<file path="src/core/sysref_consts.svh">
// constants for the reference sync pulse capture: register indexes,
// field positions, reset values and counts; included by the package.
// What this block does
// - in the one-shot modes, alignment stays fixed after a pulse until reset or rearm.
// - with synthesizer on and bit 3 of 0x2BB clear, pulse is caught on ref clock, then resampled.
// - control 0x06 aligns once on the second pulse; later pulses ignored.
// - with control bit 5 set, a qualifying pulse loads all three NCO phase bytes from 0x143 to 0x145.
// - control 0x26 makes the same second pulse also reset NCO phases.
// - early and late window bits at 0x1EA tolerate pulse jitter.
// - initial alignment may differ by one converter clock either way.
// - the pulse aligns the link dividers and the downconverter phase.
`ifndef SYSREF_CONSTS_SVH
`define SYSREF_CONSTS_SVH

`define IDX_NCO_PHASE0 10'h143
`define IDX_NCO_PHASE1 10'h144
`define IDX_NCO_PHASE2 10'h145
`define IDX_RX_CFG 10'h1e7
`define IDX_SYNC_CTRL 10'h1e8
`define IDX_SYNC_WIN 10'h1ea
`define IDX_SYNC_STAT 10'h1eb
`define IDX_CLK_CFG 10'h2bb

`define RST_SYNC_CTRL 8'h00
`define RST_RX_CFG 8'h00
`define RST_SYNC_WIN 8'h00
`define RST_CLK_CFG 8'h08
`define RST_NCO_PHASE 8'h00

`define CTRL_MODE_LSB 1
`define CTRL_MODE_MSB 2
`define CTRL_NCO_BIT 5
`define RX_OFF_BIT 2
`define WIN_EARLY_BIT 0
`define WIN_LATE_BIT 1
`define CLK_SYNTH_BIT 0
`define CLK_DIRECT_BIT 3

`define STAT_ALIGNED_BIT 0
`define STAT_DONE_BIT 1
`define STAT_EDGES_LSB 2
`define STAT_MISS_BIT 4
`define STAT_RETIME_BIT 5

`define DIV_PERIOD_DEF 32
`define SYSREF_MIN_PULSE_CONV_CLKS 2

`endif

</file>
<file path="src/core/sysref_pkg.sv">
// types shared by the sync capture modules.
// assumes sysref_consts.svh is on the include path.
`include "sysref_consts.svh"

package sysref_pkg;

	typedef logic [7:0] reg8_t;

	typedef enum logic [1:0] {
		MODE_OFF,
		MODE_CONT,
		MODE_ONE_FIRST,
		MODE_ONE_SECOND
	} sync_mode_e;

	typedef enum logic [2:0] {
		ST_IDLE,
		ST_WAIT_FIRST,
		ST_WAIT_SECOND,
		ST_LOCKED,
		ST_TRACK
	} align_state_e;

	function automatic sync_mode_e mode_of(input reg8_t ctrl);
		case (ctrl[`CTRL_MODE_MSB:`CTRL_MODE_LSB])
			2'h1: mode_of = MODE_CONT;
			2'h2: mode_of = MODE_ONE_FIRST;
			2'h3: mode_of = MODE_ONE_SECOND;
			default: mode_of = MODE_OFF;
		endcase
	endfunction : mode_of

endpackage : sysref_pkg

</file>
<file path="src/core/sync_evt_if.sv">
// edge events from the capture path to the continuous-mode qualifier.
// both ends run on the same digital sample clock.
`timescale 1ns/100ps

interface sync_evt_if;
	logic edge_seen;
	logic win_early;
	logic win_late;
	logic track;
	logic realign;
	logic miss;

	modport capture (
		output edge_seen,
		output win_early,
		output win_late,
		output track,
		input realign,
		input miss
	);

	modport qualifier (
		input edge_seen,
		input win_early,
		input win_late,
		input track,
		output realign,
		output miss
	);
endinterface : sync_evt_if

</file>
<file path="src/core/sysref_sync_capture.sv">
// reference sync pulse capture with APB register access.
// pclk is the digital sample clock; the pulse and the reference clock
// arrive as asynchronous pins and are synchronised before use.
`timescale 1ns/100ps
`include "sysref_consts.svh"

module sysref_sync_capture
	import sysref_pkg::*;
#(
	parameter int DIV_PERIOD = `DIV_PERIOD_DEF,
	parameter int DW = 8
) (
	input wire logic pclk,
	input wire logic presetn,
	input wire logic psel,
	input wire logic penable,
	input wire logic pwrite,
	input wire logic [11:0] paddr,
	input wire logic [31:0] pwdata,
	output logic [31:0] prdata,
	output logic pready,
	output logic pslverr,
	input wire logic sysref_in,
	input wire logic ref_clk_in,
	output logic sysref_rx_en,
	output logic [DW-1:0] link_div_phase,
	output logic link_div_reset,
	output logic nco_load,
	output logic [23:0] nco_phase,
	output logic sync_aligned
);
	localparam logic [DW-1:0] DIV_LAST = DW'(DIV_PERIOD - 1);
	localparam logic [DW-1:0] DIV_ONE = DW'(1);

	typedef struct packed {
		reg8_t ctrl;
		reg8_t rx_cfg;
		logic rx_en;
		reg8_t win;
		reg8_t clk_cfg;
		reg8_t ph0;
		reg8_t ph1;
		reg8_t ph2;
		logic ref_prev;
		logic ref_cap;
		logic sel_prev;
		align_state_e st;
		logic [1:0] edges;
		logic miss;
		logic [DW-1:0] div;
		logic div_rst;
		logic nco_ld;
		logic [23:0] nco_ph;
		logic aligned;
		logic rdy;
		logic err;
		logic [31:0] rdata;
	} top_s;

	localparam top_s S_RST = '{
		ctrl: `RST_SYNC_CTRL,
		rx_cfg: `RST_RX_CFG,
		rx_en: 1'b1,
		win: `RST_SYNC_WIN,
		clk_cfg: `RST_CLK_CFG,
		ph0: `RST_NCO_PHASE,
		ph1: `RST_NCO_PHASE,
		ph2: `RST_NCO_PHASE,
		ref_prev: 1'b0,
		ref_cap: 1'b0,
		sel_prev: 1'b0,
		st: ST_IDLE,
		edges: 2'h0,
		miss: 1'b0,
		div: '0,
		div_rst: 1'b0,
		nco_ld: 1'b0,
		nco_ph: 24'h000000,
		aligned: 1'b0,
		rdy: 1'b0,
		err: 1'b0,
		rdata: 32'h00000000
	};

	top_s s_q;
	top_s s_d;

	logic [1:0] pins_s;
	logic sysref_s;
	logic ref_clk_s;
	logic retime;
	logic sel;
	logic edge_now;
	logic align;
	logic setup;
	logic commit;
	logic [9:0] idx;
	sync_mode_e mode;
	sync_mode_e new_mode;

	sync_evt_if ev ();

	// the pulse must be wider than a pclk period to be seen reliably
	bit_sync2 #(
		.W(2)
	) u_pins (
		.clk(pclk),
		.rst_n(presetn),
		.d({ref_clk_in, sysref_in}),
		.q(pins_s)
	);

	assign sysref_s = pins_s[0];
	assign ref_clk_s = pins_s[1];

	pulse_qualifier #(
		.PERIOD(DIV_PERIOD),
		.CW(DW)
	) u_qual (
		.clk(pclk),
		.rst_n(presetn),
		.ev(ev)
	);

	function automatic align_state_e start_state(input sync_mode_e m);
		case (m)
			MODE_CONT: start_state = ST_TRACK;
			MODE_ONE_FIRST: start_state = ST_WAIT_FIRST;
			MODE_ONE_SECOND: start_state = ST_WAIT_FIRST;
			default: start_state = ST_IDLE;
		endcase
	endfunction : start_state

	function automatic logic is_mapped(input logic [9:0] i);
		is_mapped = (i == `IDX_NCO_PHASE0) || (i == `IDX_NCO_PHASE1) ||
			(i == `IDX_NCO_PHASE2) || (i == `IDX_RX_CFG) ||
			(i == `IDX_SYNC_CTRL) || (i == `IDX_SYNC_WIN) ||
			(i == `IDX_SYNC_STAT) || (i == `IDX_CLK_CFG);
	endfunction : is_mapped

	function automatic reg8_t read_reg(input logic [9:0] i, input top_s s,
		input logic rt);
		reg8_t stat;
		stat = 8'h00;
		stat[`STAT_ALIGNED_BIT] = s.aligned;
		stat[`STAT_DONE_BIT] = (s.st == ST_LOCKED);
		stat[`STAT_EDGES_LSB +: 2] = s.edges;
		stat[`STAT_MISS_BIT] = s.miss;
		stat[`STAT_RETIME_BIT] = rt;
		if (i == `IDX_NCO_PHASE0) begin
			read_reg = s.ph0;
		end else if (i == `IDX_NCO_PHASE1) begin
			read_reg = s.ph1;
		end else if (i == `IDX_NCO_PHASE2) begin
			read_reg = s.ph2;
		end else if (i == `IDX_RX_CFG) begin
			read_reg = s.rx_cfg;
		end else if (i == `IDX_SYNC_CTRL) begin
			read_reg = s.ctrl;
		end else if (i == `IDX_SYNC_WIN) begin
			read_reg = s.win;
		end else if (i == `IDX_SYNC_STAT) begin
			read_reg = stat;
		end else if (i == `IDX_CLK_CFG) begin
			read_reg = s.clk_cfg;
		end else begin
			read_reg = 8'h00;
		end
	endfunction : read_reg

	assign mode = mode_of(s_q.ctrl);
	assign new_mode = mode_of(pwdata[7:0]);
	assign setup = psel && !penable;
	assign commit = psel && penable && s_q.rdy;
	assign idx = paddr[11:2];

	// ref clock retiming only pays off when bit 3 has been cleared
	assign retime = s_q.clk_cfg[`CLK_SYNTH_BIT] &&
		!s_q.clk_cfg[`CLK_DIRECT_BIT];
	assign sel = retime ? s_q.ref_cap : sysref_s;
	assign edge_now = sel && !s_q.sel_prev &&
		!s_q.rx_cfg[`RX_OFF_BIT];

	assign ev.edge_seen = edge_now;
	assign ev.win_early = s_q.win[`WIN_EARLY_BIT];
	assign ev.win_late = s_q.win[`WIN_LATE_BIT];
	assign ev.track = (s_q.st == ST_TRACK);

	always_comb begin
		s_d = s_q;
		s_d.div_rst = 1'b0;
		s_d.nco_ld = 1'b0;
		align = 1'b0;

		if (setup) begin
			s_d.rdy = 1'b1;
			s_d.err = !is_mapped(idx);
			s_d.rdata = {24'h000000, read_reg(idx, s_q, retime)};
		end else if (commit) begin
			s_d.rdy = 1'b0;
			// the error flag belongs to the access cycle only
			s_d.err = 1'b0;
		end

		// first stage on a ref clock rising edge, then held for pclk
		s_d.ref_prev = ref_clk_s;
		if (ref_clk_s && !s_q.ref_prev) begin
			s_d.ref_cap = sysref_s;
		end
		s_d.sel_prev = sel;

		s_d.div = (s_q.div == DIV_LAST) ? '0 : s_q.div + DIV_ONE;

		// clear first so that a miss in the same cycle survives
		if (commit && pwrite && idx == `IDX_SYNC_STAT &&
			pwdata[`STAT_MISS_BIT]) begin
			s_d.miss = 1'b0;
		end

		case (s_q.st)
			ST_WAIT_FIRST: begin
				if (edge_now) begin
					s_d.edges = 2'h1;
					if (mode == MODE_ONE_FIRST) begin
						align = 1'b1;
						s_d.st = ST_LOCKED;
					end else begin
						s_d.st = ST_WAIT_SECOND;
					end
				end
			end
			ST_WAIT_SECOND: begin
				if (edge_now) begin
					s_d.edges = 2'h2;
					align = 1'b1;
					s_d.st = ST_LOCKED;
				end
			end
			ST_LOCKED: begin
				// later pulses leave the link and NCO untouched
				s_d.st = ST_LOCKED;
			end
			ST_TRACK: begin
				if (edge_now && s_q.edges != 2'h3) begin
					s_d.edges = s_q.edges + 2'h1;
				end
				if (ev.realign) begin
					align = 1'b1;
				end
				if (ev.miss) begin
					s_d.miss = 1'b1;
				end
			end
			default: begin
				s_d.st = ST_IDLE;
			end
		endcase

		// fixed pipeline depth keeps the offset repeatable; the pin
		// sampling itself still carries the one converter clock spread
		if (align) begin
			s_d.div = '0;
			s_d.div_rst = 1'b1;
			s_d.aligned = 1'b1;
			if (s_q.ctrl[`CTRL_NCO_BIT]) begin
				s_d.nco_ld = 1'b1;
				s_d.nco_ph = {s_q.ph2, s_q.ph1, s_q.ph0};
			end
		end

		if (commit && pwrite) begin
			if (idx == `IDX_NCO_PHASE0) begin
				s_d.ph0 = pwdata[7:0];
			end else if (idx == `IDX_NCO_PHASE1) begin
				s_d.ph1 = pwdata[7:0];
			end else if (idx == `IDX_NCO_PHASE2) begin
				s_d.ph2 = pwdata[7:0];
			end else if (idx == `IDX_RX_CFG) begin
				s_d.rx_cfg = pwdata[7:0];
				s_d.rx_en = !pwdata[`RX_OFF_BIT];
			end else if (idx == `IDX_SYNC_CTRL) begin
				// rewriting the control is the intentional rearm
				s_d.ctrl = pwdata[7:0];
				s_d.st = start_state(new_mode);
				s_d.edges = 2'h0;
				s_d.aligned = 1'b0;
			end else if (idx == `IDX_SYNC_WIN) begin
				s_d.win = pwdata[7:0];
			end else if (idx == `IDX_CLK_CFG) begin
				s_d.clk_cfg = pwdata[7:0];
			end
		end
	end

	always_ff @(posedge pclk or negedge presetn) begin
		if (!presetn) begin
			s_q <= S_RST;
		end else begin
			s_q <= s_d;
		end
	end

	assign prdata = s_q.rdata;
	assign pready = s_q.rdy;
	assign pslverr = s_q.err;
	assign sysref_rx_en = s_q.rx_en;
	assign link_div_phase = s_q.div;
	assign link_div_reset = s_q.div_rst;
	assign nco_load = s_q.nco_ld;
	assign nco_phase = s_q.nco_ph;
	assign sync_aligned = s_q.aligned;
endmodule : sysref_sync_capture

</file>
<file path="src/core/bit_sync2.sv">
// two flip-flop synchroniser for W independent level signals.
// inputs are asynchronous to clk; only the second stage is read.
`timescale 1ns/100ps

module bit_sync2 #(
	parameter int W = 1
) (
	input wire logic clk,
	input wire logic rst_n,
	input wire logic [W-1:0] d,
	output logic [W-1:0] q
);
	typedef struct packed {
		logic [W-1:0] meta;
		logic [W-1:0] sync;
	} sync_s;

	sync_s s_q;
	sync_s s_d;

	always_comb begin
		s_d.meta = d;
		s_d.sync = s_q.meta;
	end

	always_ff @(posedge clk or negedge rst_n) begin
		if (!rst_n) begin
			s_q <= '0;
		end else begin
			s_q <= s_d;
		end
	end

	assign q = s_q.sync;
endmodule : bit_sync2

</file>
<file path="src/core/pulse_qualifier.sv">
// continuous-mode qualifier: tracks the expected pulse phase and asks for
// realignment only when an edge falls outside the allowed window.
// assumes edges arrive as one-cycle pulses on the same clock.
`timescale 1ns/100ps
`include "sysref_consts.svh"

module pulse_qualifier #(
	parameter int PERIOD = `DIV_PERIOD_DEF,
	parameter int CW = 8
) (
	input wire logic clk,
	input wire logic rst_n,
	sync_evt_if.qualifier ev
);
	localparam logic [CW-1:0] LAST = CW'(PERIOD - 1);
	localparam logic [CW-1:0] ONE = CW'(1);

	typedef struct packed {
		logic [CW-1:0] cnt;
		logic locked;
		logic realign;
		logic miss;
	} qual_s;

	qual_s s_q;
	qual_s s_d;
	logic in_win;

	always_comb begin
		s_d = s_q;
		s_d.realign = 1'b0;
		s_d.miss = 1'b0;
		s_d.cnt = (s_q.cnt == LAST) ? '0 : s_q.cnt + ONE;
		// cnt is zero exactly one period after the last realigning edge
		in_win = s_q.locked && ((s_q.cnt == '0) ||
			(ev.win_early && s_q.cnt == LAST) ||
			(ev.win_late && s_q.cnt == ONE));
		if (!ev.track) begin
			s_d.locked = 1'b0;
		end else if (ev.edge_seen && !in_win) begin
			s_d.realign = 1'b1;
			s_d.miss = s_q.locked;
			s_d.locked = 1'b1;
			s_d.cnt = ONE;
		end
	end

	always_ff @(posedge clk or negedge rst_n) begin
		if (!rst_n) begin
			s_q <= '0;
		end else begin
			s_q <= s_d;
		end
	end

	assign ev.realign = s_q.realign;
	assign ev.miss = s_q.miss;
endmodule : pulse_qualifier

</file>
<file path="config.mk">
export PLATFORM = sky130hd
export DESIGN_NAME = sysref_sync_capture
export DESIGN_NICKNAME = d
export VERILOG_FILES = /design/src/core/sysref_pkg.sv /design/src/core/sync_evt_if.sv /design/src/core/sysref_sync_capture.sv /design/src/core/bit_sync2.sv /design/src/core/pulse_qualifier.sv
export VERILOG_INCLUDE_DIRS = /design/src /design/src/core
export SDC_FILE = /design/constraint.sdc
export NUM_CORES = 1
export LEC_CHECK = 0
export BUFFER_PORTS_ARGS = -buffer_cell sky130_fd_sc_hd__buf_2
export CAP_MARGIN = 20
export CORE_AREA = 4 4 152 154
export DETAILED_ROUTE_END_ITERATION = 7
export DIE_AREA = 0 0 156 158
export SETUP_SLACK_MARGIN = 0.02
export SYNTH_ARGS = -nofsm -noshare
export SYNTH_HDL_FRONTEND = slang
export SYNTH_SLANG_ARGS = --single-unit
export TNS_END_PERCENT = 50
</file>
<file path="constraint.sdc">
create_clock -name pclk -period 2.7 [get_ports pclk]
set_input_delay 0.405 -clock pclk [delete_from_list [all_inputs] [get_ports pclk]]
set_output_delay 0.405 -clock pclk [all_outputs]
set_load 0.005 [all_outputs]
</file>
* Yosys cells after proc, flatten, opt, wreduce, memory -nomap -nowiden *
Index checks and enable logic that the tools add are counted.

cells by class
  bitwise gates (word level) = 6
  add/subtract/negate cells = 3
  equal/unequal tests = 27
  muxes and demuxes = 48
  reductions and logical operators = 43

operators with widths
  cell                    count
  $mux W8                 11
  $eq A10 B9 Y1 const B   7
  $mux W5                 8
  $mux W35                1
  $mux W25                1
  $pmux W2 S3             3
  $add A8 B1 Y8 const B   2
  $eq A8 B5 Y1 const B    2
  $mux W1                 16
  $logic_and A1 B1 Y1     15
  $eq A2 B2 Y1 const B    7
  $pmux W3 S4             1
  $mux W11                1
  $eq A10 B10 Y1 const B  1
  $logic_or A1 B1 Y1      9
  $eq A8 B1 Y1 const B    1
  $logic_not A1 Y1        8
  $logic_not A8 Y1        1
  $mux W2                 4
  $reduce_and A8 Y1       1
  $reduce_and A7 Y1       1
  $eq A2 B1 Y1 const B    3
  $eq A3 B2 Y1 const B    2
  $not A1 Y1              6
  13 further kinds        15

storage, ports and cells
  bits in registers = 126
  logic and storage cells = 155
  input port bits = 51

* Logic depth before layout (Yosys ltp) *
Gate-level depths: netlist (run 1).

  word-level depth = 14
  mapped depth = 8
  depth with buffers taken out = 7

* Hierarchy *
A second synthesis (run 1) with hierarchy kept.

second synthesis, totals
  cell total of the unflattened synthesis = 540
  area, all modules = 6526.3 µm²

modules (own cells, without submodules)
  module               instances  cells an instance  area each (µm²)  seq. area each (µm²)
  sysref_sync_capture  1          487                5879.4           2780.2
  pulse_qualifier      1          49                 546.8            275.3
  bit_sync2            1          4                  100.1            100.1

* Least setup slack after synthesis (run 1) *
Ideal clock, no wire load.

  path type = flip-flop to flip-flop
  start point = register s_q[105] (netlist bit)
  end point = register s_q (netlist bit nco_phase[10])
  clock period less this slack = 1.990 ns
  setup time = 0.125 ns
  stages on the path, launching flop included = 7
  arrival time = 1.865 ns
  slack = 0.710 ns
  path buffers = 1
  data required time = 2.575 ns
  path through = dfstp_2 nand2b_4 mux2i_4 o21ai_2 o21ai_4 buf_6 mux2_2

between the ends
  cells in the longest elaborated chain, start to end = 8
  elaborated cells on any way between the ends = 9
  classes of those cells = 4 x mux; 5 x reduce/logical

RTL lines
  element                                 line                                                    text
  start, declared                         sysref_sync_capture.sv:85                               top_s s_q;
  start signal, assigned                  sysref_sync_capture.sv:297                              s_q <= S_RST;
  start signal, assigned                  sysref_sync_capture.sv:299                              s_q <= s_d;
  $logic_not A1 Y1 (*)                    sysref_sync_capture.sv:179                              !s_q.clk_cfg[`CLK_DIRECT_BIT];
  $logic_and A1 B1 Y1 (*)                 sysref_sync_capture.sv:178                              assign retime = s_q.clk_cfg[`CLK_SYNTH_BIT] &&
  $mux W1 (*)                             sysref_sync_capture.sv:180                              assign sel = retime ? s_q.ref_cap : sysref_s;
  $logic_and A1 B1 Y1 (*) (2 in series)   sysref_sync_capture.sv:181                              assign edge_now = sel && !s_q.sel_prev &&
  $mux W1 (on tied branches)              sysref_sync_capture.sv:233, sysref_sync_capture.sv:222
  $pmux W1 S3 (*)                         sysref_sync_capture.sv:220                              case (s_q.st)
  $reduce_and A2 Y1 (no source line) (*)  --

Every way passes the cells marked *; elsewhere a longest branch is shown, timed or not.
A chain may end at the register's enable or synchronous reset.

* Final worst setup path (run 1) *
  start point = register s_q[105] (netlist bit)
  end point = register s_q (netlist bit nco_phase[17])

Same word-level chain as after synthesis.

==> results.py, run 1 <==
metrics = {
    "clock_tree": {
        "hold_bufs_inserted_after_cts": 0,
        "tritoncts_clock_tree": "yes",
        "clock-root-buffer": "sky130_fd_sc_hd__clkbuf_16",
        "cts.repair_timing.setup_buffer_count": 0,
        "max-clock-path-buffers": 2,
        "clock_insertion_delay_worst_skew_ns": 0.42,
        "cts_made_buffers": 17,
        "ctsResizeCount": 0,
        "clkTransAtPathRegs_ns": 0.06,
        "cts.htree.levels": 4,
        "clkSinkCount": 126,
    },
    "timing": {
        "fin_worst_skew_ns": 0.00715,
        "layout_setup_ws_ns": 0.531,
        "timing_hold_violations_final": 7,
        "worst_slew_margin_rel": 0.546,
        "max_clock_freq_mhz": 461,
        "fin_crit_sh": 0.803,
        "setup_viol": 0,
        "maxSlewViolCount": 0,
        "worst_hold_slack_after_final_layout_ns": -0.0161,
        "timing.setup.tns_ns": 0,
        "timing.final.crit_period_ns": 2.17,
        "grt_setup_unrepaired": "no",
        "worst_tran_pin_value_ns": 0.664,
    },
    "yosys": {
        "synth-main-ff-cell": "sky130_fd_sc_hd__dfrtp_1",
        "synth_enable_flop_cells": 0,
        "synth_area_leaders": "sky130_fd_sc_hd__dfrtp_1, sky130_fd_sc_hd__mux2_2, sky130_fd_sc_hd__buf_4",
        "yosys_register_bits": 126,
        "syn_area_um2": 6460,
        "synth-warning-count": 0,
        "portion_of_synthesized_cell_area_occupied_by_the_leading_cell_type": 0.481,
        "synth_cells": 569,
        "synth.distinct_cells": 68,
        "yosys.area.top_type": "sky130_fd_sc_hd__dfrtp_1",
        "yosysMostFrequentCell": "sky130_fd_sc_hd__dfrtp_1",
        "top_cells_by_count_synth": "sky130_fd_sc_hd__dfrtp_1, sky130_fd_sc_hd__mux2_2, sky130_fd_sc_hd__buf_4, sky130_fd_sc_hd__nand2_1, sky130_fd_sc_hd__nor2_1",
        "postSynthAreaPerCell_um2": 11.3,
        "synth-seq-area-share": 0.489,
        "postSynth.asyncResetShare": 1.00,
    },
    "grt": {
        "wire_length_of_the_first_global_routing_pass_mm": 24.5,
        "grt_use_total": 0.128,
        "grt-ovfl-total": 0,
        "grt_pass1_vias": 4304,
        "antenna_found_initial": 0,
        "largest_net_degree_at_the_start_of_global_routing": 44,
    },
    "critical_path": {
        "required_ns": 3.00,
        "critical_path_class": "reg2reg",
        "critical_path_at_ns": 2.47,
        "crit_path_max_incr_delay_ns": 0.54,
        "r2r.worst_path.cells": 6,
        "worst-path-max-fanout": 25,
        "critPathCaptureType": "register",
        "cp_slowest_cell": "sky130_fd_sc_hd__dfstp_2",
        "worstSetupStartpointType": "register",
        "path_cells": "nand2b_4, mux2i_4, o21ai_2, o21ai_4, buf_12, mux2_2",
    },
    "routing": {
        "detail_route.first_pass.iterations": 5,
        "drc": 0,
        "drt.antenna.violating_nets": 0,
        "route.detailed.vias_per_inst": 4.79,
        "detailedRoute.firstIterationViolations": 315,
        "dr_total_vias": 4344,
        "wl_mm": 15.4,
        "detail_route.wl_per_cell_um": 16.9,
    },
    "floorplan": {
        "design.die.area_um2": 24600,
        "num_rows": 54,
        "die-width_um": 156,
        "design.portCount": 121,
        "fp.dieH_um": 158,
        "effective_utilization_at_floorplan": 0.298,
        "coreArea_um2": 21700,
    },
    "min_path": {
        "hold_class": "in2async",
    },
    "final_layout": {
        "post_route_cells_drive_above_1_share": 0.337,
        "fin_cells": 907,
        "area_growth_syn_to_layout_pct": 15.0,
        "insertedDiodeCount": 0,
        "fin_nets": 670,
        "final_cell_area_um2": 7430,
    },
    "place": {
        "place_ws_ns": 0.466,
        "dp_cells": 875,
        "detailed_place.area_um2": 6790,
        "gpl.final_weighted_congestion": 0.846,
        "port_bufs": 70,
        "dp_wirelength_mm": 11.1,
    },
    "flow_run": {
        "maxCapViolCount": 0,
    },
    "pwr": {
        "total_power_per_unit_cell_area_nw_per_um2": 650,
        "static-leakage-power_nw": 3.61,
        "ir_drop_mv": 0.414,
    },
    "outcome": {
        "violated_checks": "hold timing",
        "outcome": "complete, but fails checks",
    },
}
==> registers in the layout, summed over array words and instances, names as in the netlist <==
signal	count
u_qual.ev.realign	1
u_qual.s_q	9
prdata	8
ev.win_early	1
u_qual.ev.miss	1
u_pins.q	2
sync_aligned	1
link_div_reset	1
ev.win_late	1
pslverr	1
pready	1
link_div_phase	8
u_pins.s_d	2
nco_load	1
s_q	63
sysref_rx_en	1
nco_phase	24
==> worst max-delay path: cells and delay by family, from the launching register on <==
kind            cells  cell delay (ns)
simple gates        1             0.16
compound gates      2             0.34
buf+inv             1             0.19
flops               1             0.54
mux                 2             0.79
==> layout make-up <==
class | count | area (µm²)
multi-input cells | 370 | 2730
repair buffers | 87 | 505
well taps | 280 | 350
clock inverters | 12 | 183
inverters | 12 | 45.0
clock buffers | 20 | 457
fillers | 2177 | 14300
flip-flops and latches | 126 | 3160
==> worst paths after layout <==
kind                                    startpoint                        end  slack, ns
min in group pclk                       ref_clk_in    u_pins.s_d[1]$_DFF_PN0_       0.10
max reg2reg                   s_q[105]$_DFFE_PN1P_  nco_phase[17]$_DFFE_PN0P_       0.53
max                           s_q[105]$_DFFE_PN1P_  nco_phase[17]$_DFFE_PN0P_       0.53
min                                        presetn   nco_phase[9]$_DFFE_PN0P_      -0.02
min reg2reg                u_pins.s_d[1]$_DFF_PN0_      u_pins.q[1]$_DFF_PN0_       0.35
max in group asynchronous                  presetn       s_q[105]$_DFFE_PN1P_       1.94
==> routing by layer <==
metal	part of all wire	global-route usage
met5	0	0
met4	0.013	0.0400
met3	0.050	0.0276
met2	0.44	0.188
met1	0.49	0.188
==> power by group <==
part | switching (mW) | internal (mW) | total [mW]
logic | 0.201 | 0.135 | 0.336
registers | 0.0602 | 1.95 | 2.01
clock network | 0.881 | 1.60 | 2.48
==> logic make-up (layout without fill, tap and decap cells) <==
family | Yosys count | in the layout | share of synthesized area
buffers and inverters | 96 | 131 | 0.102
multiplexers | 75 | 75 | 0.132
AO/OA/AOI/OAI | 92 | 92 | 0.103
adder cells (fa/ha/maj) | 5 | 5 | 0.00969
flip-flops | 126 | 126 | 0.489
XOR/XNOR | 12 | 12 | 0.0163
other | 1 | 24 | 0.000581
AND/OR/NAND/NOR | 162 | 162 | 0.148
==> stage by stage <==
stage / hold slack (ns) / total power [mW] / utilization
after floorplan: 0.109 / 2.28 / -
after global placement: 0.333 / 2.38 / 0.313
after detailed placement: 0.336 / 2.38 / 0.313
after CTS: 0.00827 / 4.89 / 0.342
after global routing: 0.0259 / 5.01 / 0.342
final: -0.0161 / 4.83 / 0.342
==> layout by cell type (no fill, tap or decap), types with 5 or more instances in the layout <==
master / synthesis / routed
sky130_fd_sc_hd__dfrtp_1: 124 / 124
sky130_fd_sc_hd__mux2_2: 72 / 72
sky130_fd_sc_hd__buf_2: 8 / 69
sky130_fd_sc_hd__nand2_1: 39 / 39
sky130_fd_sc_hd__nor2_1: 27 / 27
sky130_fd_sc_hd__conb_1: 1 / 24
sky130_fd_sc_hd__o21ai_0: 17 / 17
sky130_fd_sc_hd__clkbuf_16: 0 / 17
sky130_fd_sc_hd__buf_4: 68 / 16
sky130_fd_sc_hd__nor3_1: 14 / 14
sky130_fd_sc_hd__a21oi_1: 13 / 13
sky130_fd_sc_hd__inv_1: 12 / 12
sky130_fd_sc_hd__nand3_1: 12 / 12
sky130_fd_sc_hd__nor2b_1: 11 / 11
sky130_fd_sc_hd__and3_1: 8 / 8
sky130_fd_sc_hd__nand2b_1: 8 / 8
sky130_fd_sc_hd__a22oi_1: 7 / 7
sky130_fd_sc_hd__xor2_1: 6 / 6
sky130_fd_sc_hd__xnor2_1: 6 / 6
sky130_fd_sc_hd__o21a_1: 6 / 6
sky130_fd_sc_hd__a22o_1: 6 / 6
sky130_fd_sc_hd__a31oi_1: 6 / 6
sky130_fd_sc_hd__a221o_1: 5 / 5
sky130_fd_sc_hd__ha_1: 5 / 5
Power figures use the tool's default switching activity.
==> inputs of run 2 (changes only) <==
- clock period: 2.7 -> 1.85 ns (I/O delays scaled with it)
==> run 2 against run 1 <==
The run ends with setup timing left. Clock skew down 0.00074 ns. Fmax up 12%. First-iteration DRC count down 19%. Utilization up 2.3 points. Final area up 6.7%. Largest power group unchanged. Highest routed layer is now met5.
==> results.py, run 2 (synthesized netlist as in run 1, its figures left out) <==
metrics = {
    "timing": {
        "layout_setup_ws_ns": -0.0950,
        "timing.final.crit_period_ns": 1.94,
        "fin_crit_sh": 1.05,
        "worst_hold_slack_after_final_layout_ns": 0.108,
        "setup_viol": 24,
        "worst_slew_margin_rel": 0.534,
        "worst_tran_pin_value_ns": 0.681,
        "fin_worst_skew_ns": 0.00640,
        "max_clock_freq_mhz": 514,
        "timing_hold_violations_final": 0,
        "grt_setup_unrepaired": "yes",
        "maxSlewViolCount": 0,
    },
    "clock_tree": {
        "cts.repair_timing.setup_buffer_count": 0,
        "tritoncts_clock_tree": "yes",
        "clock_insertion_delay_worst_skew_ns": 0.42,
        "clock-root-buffer": "sky130_fd_sc_hd__clkbuf_16",
        "clkSinkCount": 126,
        "cts_made_buffers": 17,
        "clkTransAtPathRegs_ns": 0.06,
        "max-clock-path-buffers": 2,
        "cts.htree.levels": 4,
    },
    "pwr": {
        "ir_drop_mv": 0.515,
        "power.total_mw": 7.11,
        "static-leakage-power_nw": 3.90,
        "total_power_per_unit_cell_area_nw_per_um2": 898,
    },
    "flow_run": {
        "maxCapViolCount": 0,
    },
    "routing": {
        "detailedRoute.firstIterationViolations": 254,
        "wl_mm": 15.8,
        "detail_route.wl_per_cell_um": 16.4,
        "drc": 0,
        "drt.antenna.violating_nets": 0,
        "dr_total_vias": 4525,
        "route.detailed.vias_per_inst": 4.72,
        "detail_route.first_pass.iterations": 4,
    },
    "place": {
        "dp_wirelength_mm": 11.7,
        "gpl.final_weighted_congestion": 0.864,
        "place_ws_ns": -0.0907,
        "detailed_place.area_um2": 7220,
        "port_bufs": 70,
    },
    "grt": {
        "grt_use_total": 0.131,
        "largest_net_degree_at_the_start_of_global_routing": 52,
        "grt_pass1_vias": 4596,
        "grt-ovfl-total": 0,
        "wire_length_of_the_first_global_routing_pass_mm": 25.3,
        "antenna_found_initial": 1,
    },
    "final_layout": {
        "post-route-util": 0.365,
        "largest_reg_flops": 63,
        "insertedDiodeCount": 0,
        "post_route_cells_drive_above_1_share": 0.392,
        "fin_nets": 722,
        "final_cell_area_um2": 7920,
        "area_growth_syn_to_layout_pct": 22.7,
        "top_library_cells_by_usage_in_the_layout_fill_and_taps_aside": "sky130_fd_sc_hd__dfrtp_1, sky130_fd_sc_hd__mux2_2, sky130_fd_sc_hd__buf_2",
        "largest_register": "s_q",
        "final_common_cell": "sky130_fd_sc_hd__dfrtp_1",
    },
    "critical_path": {
        "critical_path_at_ns": 2.25,
        "critPathCaptureType": "register",
        "critical_path_class": "reg2reg",
        "worstSetupStartpointType": "register",
        "required_ns": 2.15,
        "worst-path-max-fanout": 25,
    },
    "floorplan": {
        "design.die.area_um2": 24600,
        "num_rows": 54,
        "fp.dieH_um": 158,
        "effective_utilization_at_floorplan": 0.298,
        "die-width_um": 156,
        "design.portCount": 121,
        "coreArea_um2": 21700,
    },
    "outcome": {
        "outcome": "complete, but fails checks",
        "violated_checks": "setup timing",
    },
    "min_path": {
        "hold_class": "in2reg",
    },
}
## run 2: cell count changes in the layout (fill, tap and decap cells not counted), sizes merged
cell,change
buf,+49
dlygate4sd3,+3
clkbuf,-2
clkinv,+2
clkinvlp,-2
inv,+2
## run 2: where the power goes
part           switching [mW]  leakage (nW)  internal, mW  total, mW
logic                   0.314          1.90         0.242      0.556
registers              0.0841          1.68          2.84       2.93
clock network            1.32         0.312          2.31       3.63
## run 2: final timing paths
kind | start | to | slack [ns] | cells after the start
min in group asynchronous | presetn | nco_phase[8]$_DFFE_PN0P_ | 0.32 | 2
hold reg to reg | u_pins.s_d[0]$_DFF_PN0_ | u_pins.q[0]$_DFF_PN0_ | 0.35 | 0
setup reg to reg | s_q[105]$_DFFE_PN1P_ | nco_phase[23]$_DFFE_PN0P_ | -0.09 | 6
max in group asynchronous | presetn | s_q[102]$_DFFE_PN0P_ | 0.90 | 3
setup / recovery | s_q[105]$_DFFE_PN1P_ | nco_phase[23]$_DFFE_PN0P_ | -0.09 | 6
hold / removal | psel | pready$_DFFE_PN0P_ | 0.11 | 2
## run 2: cell type report
type	count	area [µm²]
timing repair buffer	139	966
multi-input combinational	370	2760
clock buffer	18	439
tap	280	350
sequential	126	3160
clock inverter	14	203
fill	2112	13800
inverter	12	45.0
## run 2: stage by stage
stage | TNS [ns] | cells
2_1_floorplan | -1.75 | 592
3_3_place_gp | -3.14 | 924
5_1_grt | -3.13 | 959
6_report | -1.96 | 959
3_5_place_dp | -2.77 | 924
4_1_cts | -2.08 | 959
## run 2: critical path: stages (launching register included)
cell and delay [ns]:
sky130_fd_sc_hd__dfstp_2 0.53, sky130_fd_sc_hd__nand2b_4 0.14, sky130_fd_sc_hd__mux2i_4 0.34, sky130_fd_sc_hd__nor4_4 0.08
sky130_fd_sc_hd__o21ai_4 0.17, sky130_fd_sc_hd__buf_12 0.20, sky130_fd_sc_hd__mux2_2 0.36
## run 2: metal layers
layer / part of all wire / track usage
met1: 0.47 / 0.177
met2: 0.46 / 0.203
met3: 0.053 / 0.0328
met4: 0.021 / 0.0521
met5: 0.00076 / 0
## run 2: what timing repair did
| item | CTS | global route |
|---|---|---|
| endpoints found under the setup margin | 29 | 37 |
| pin swaps | 0 | 2 |
| cloned | 0 | 0 |
| hold buffers | 3 | 0 |
| endpoints found under the hold margin | 25 | 0 |
| resized for setup | 1 | 6 |
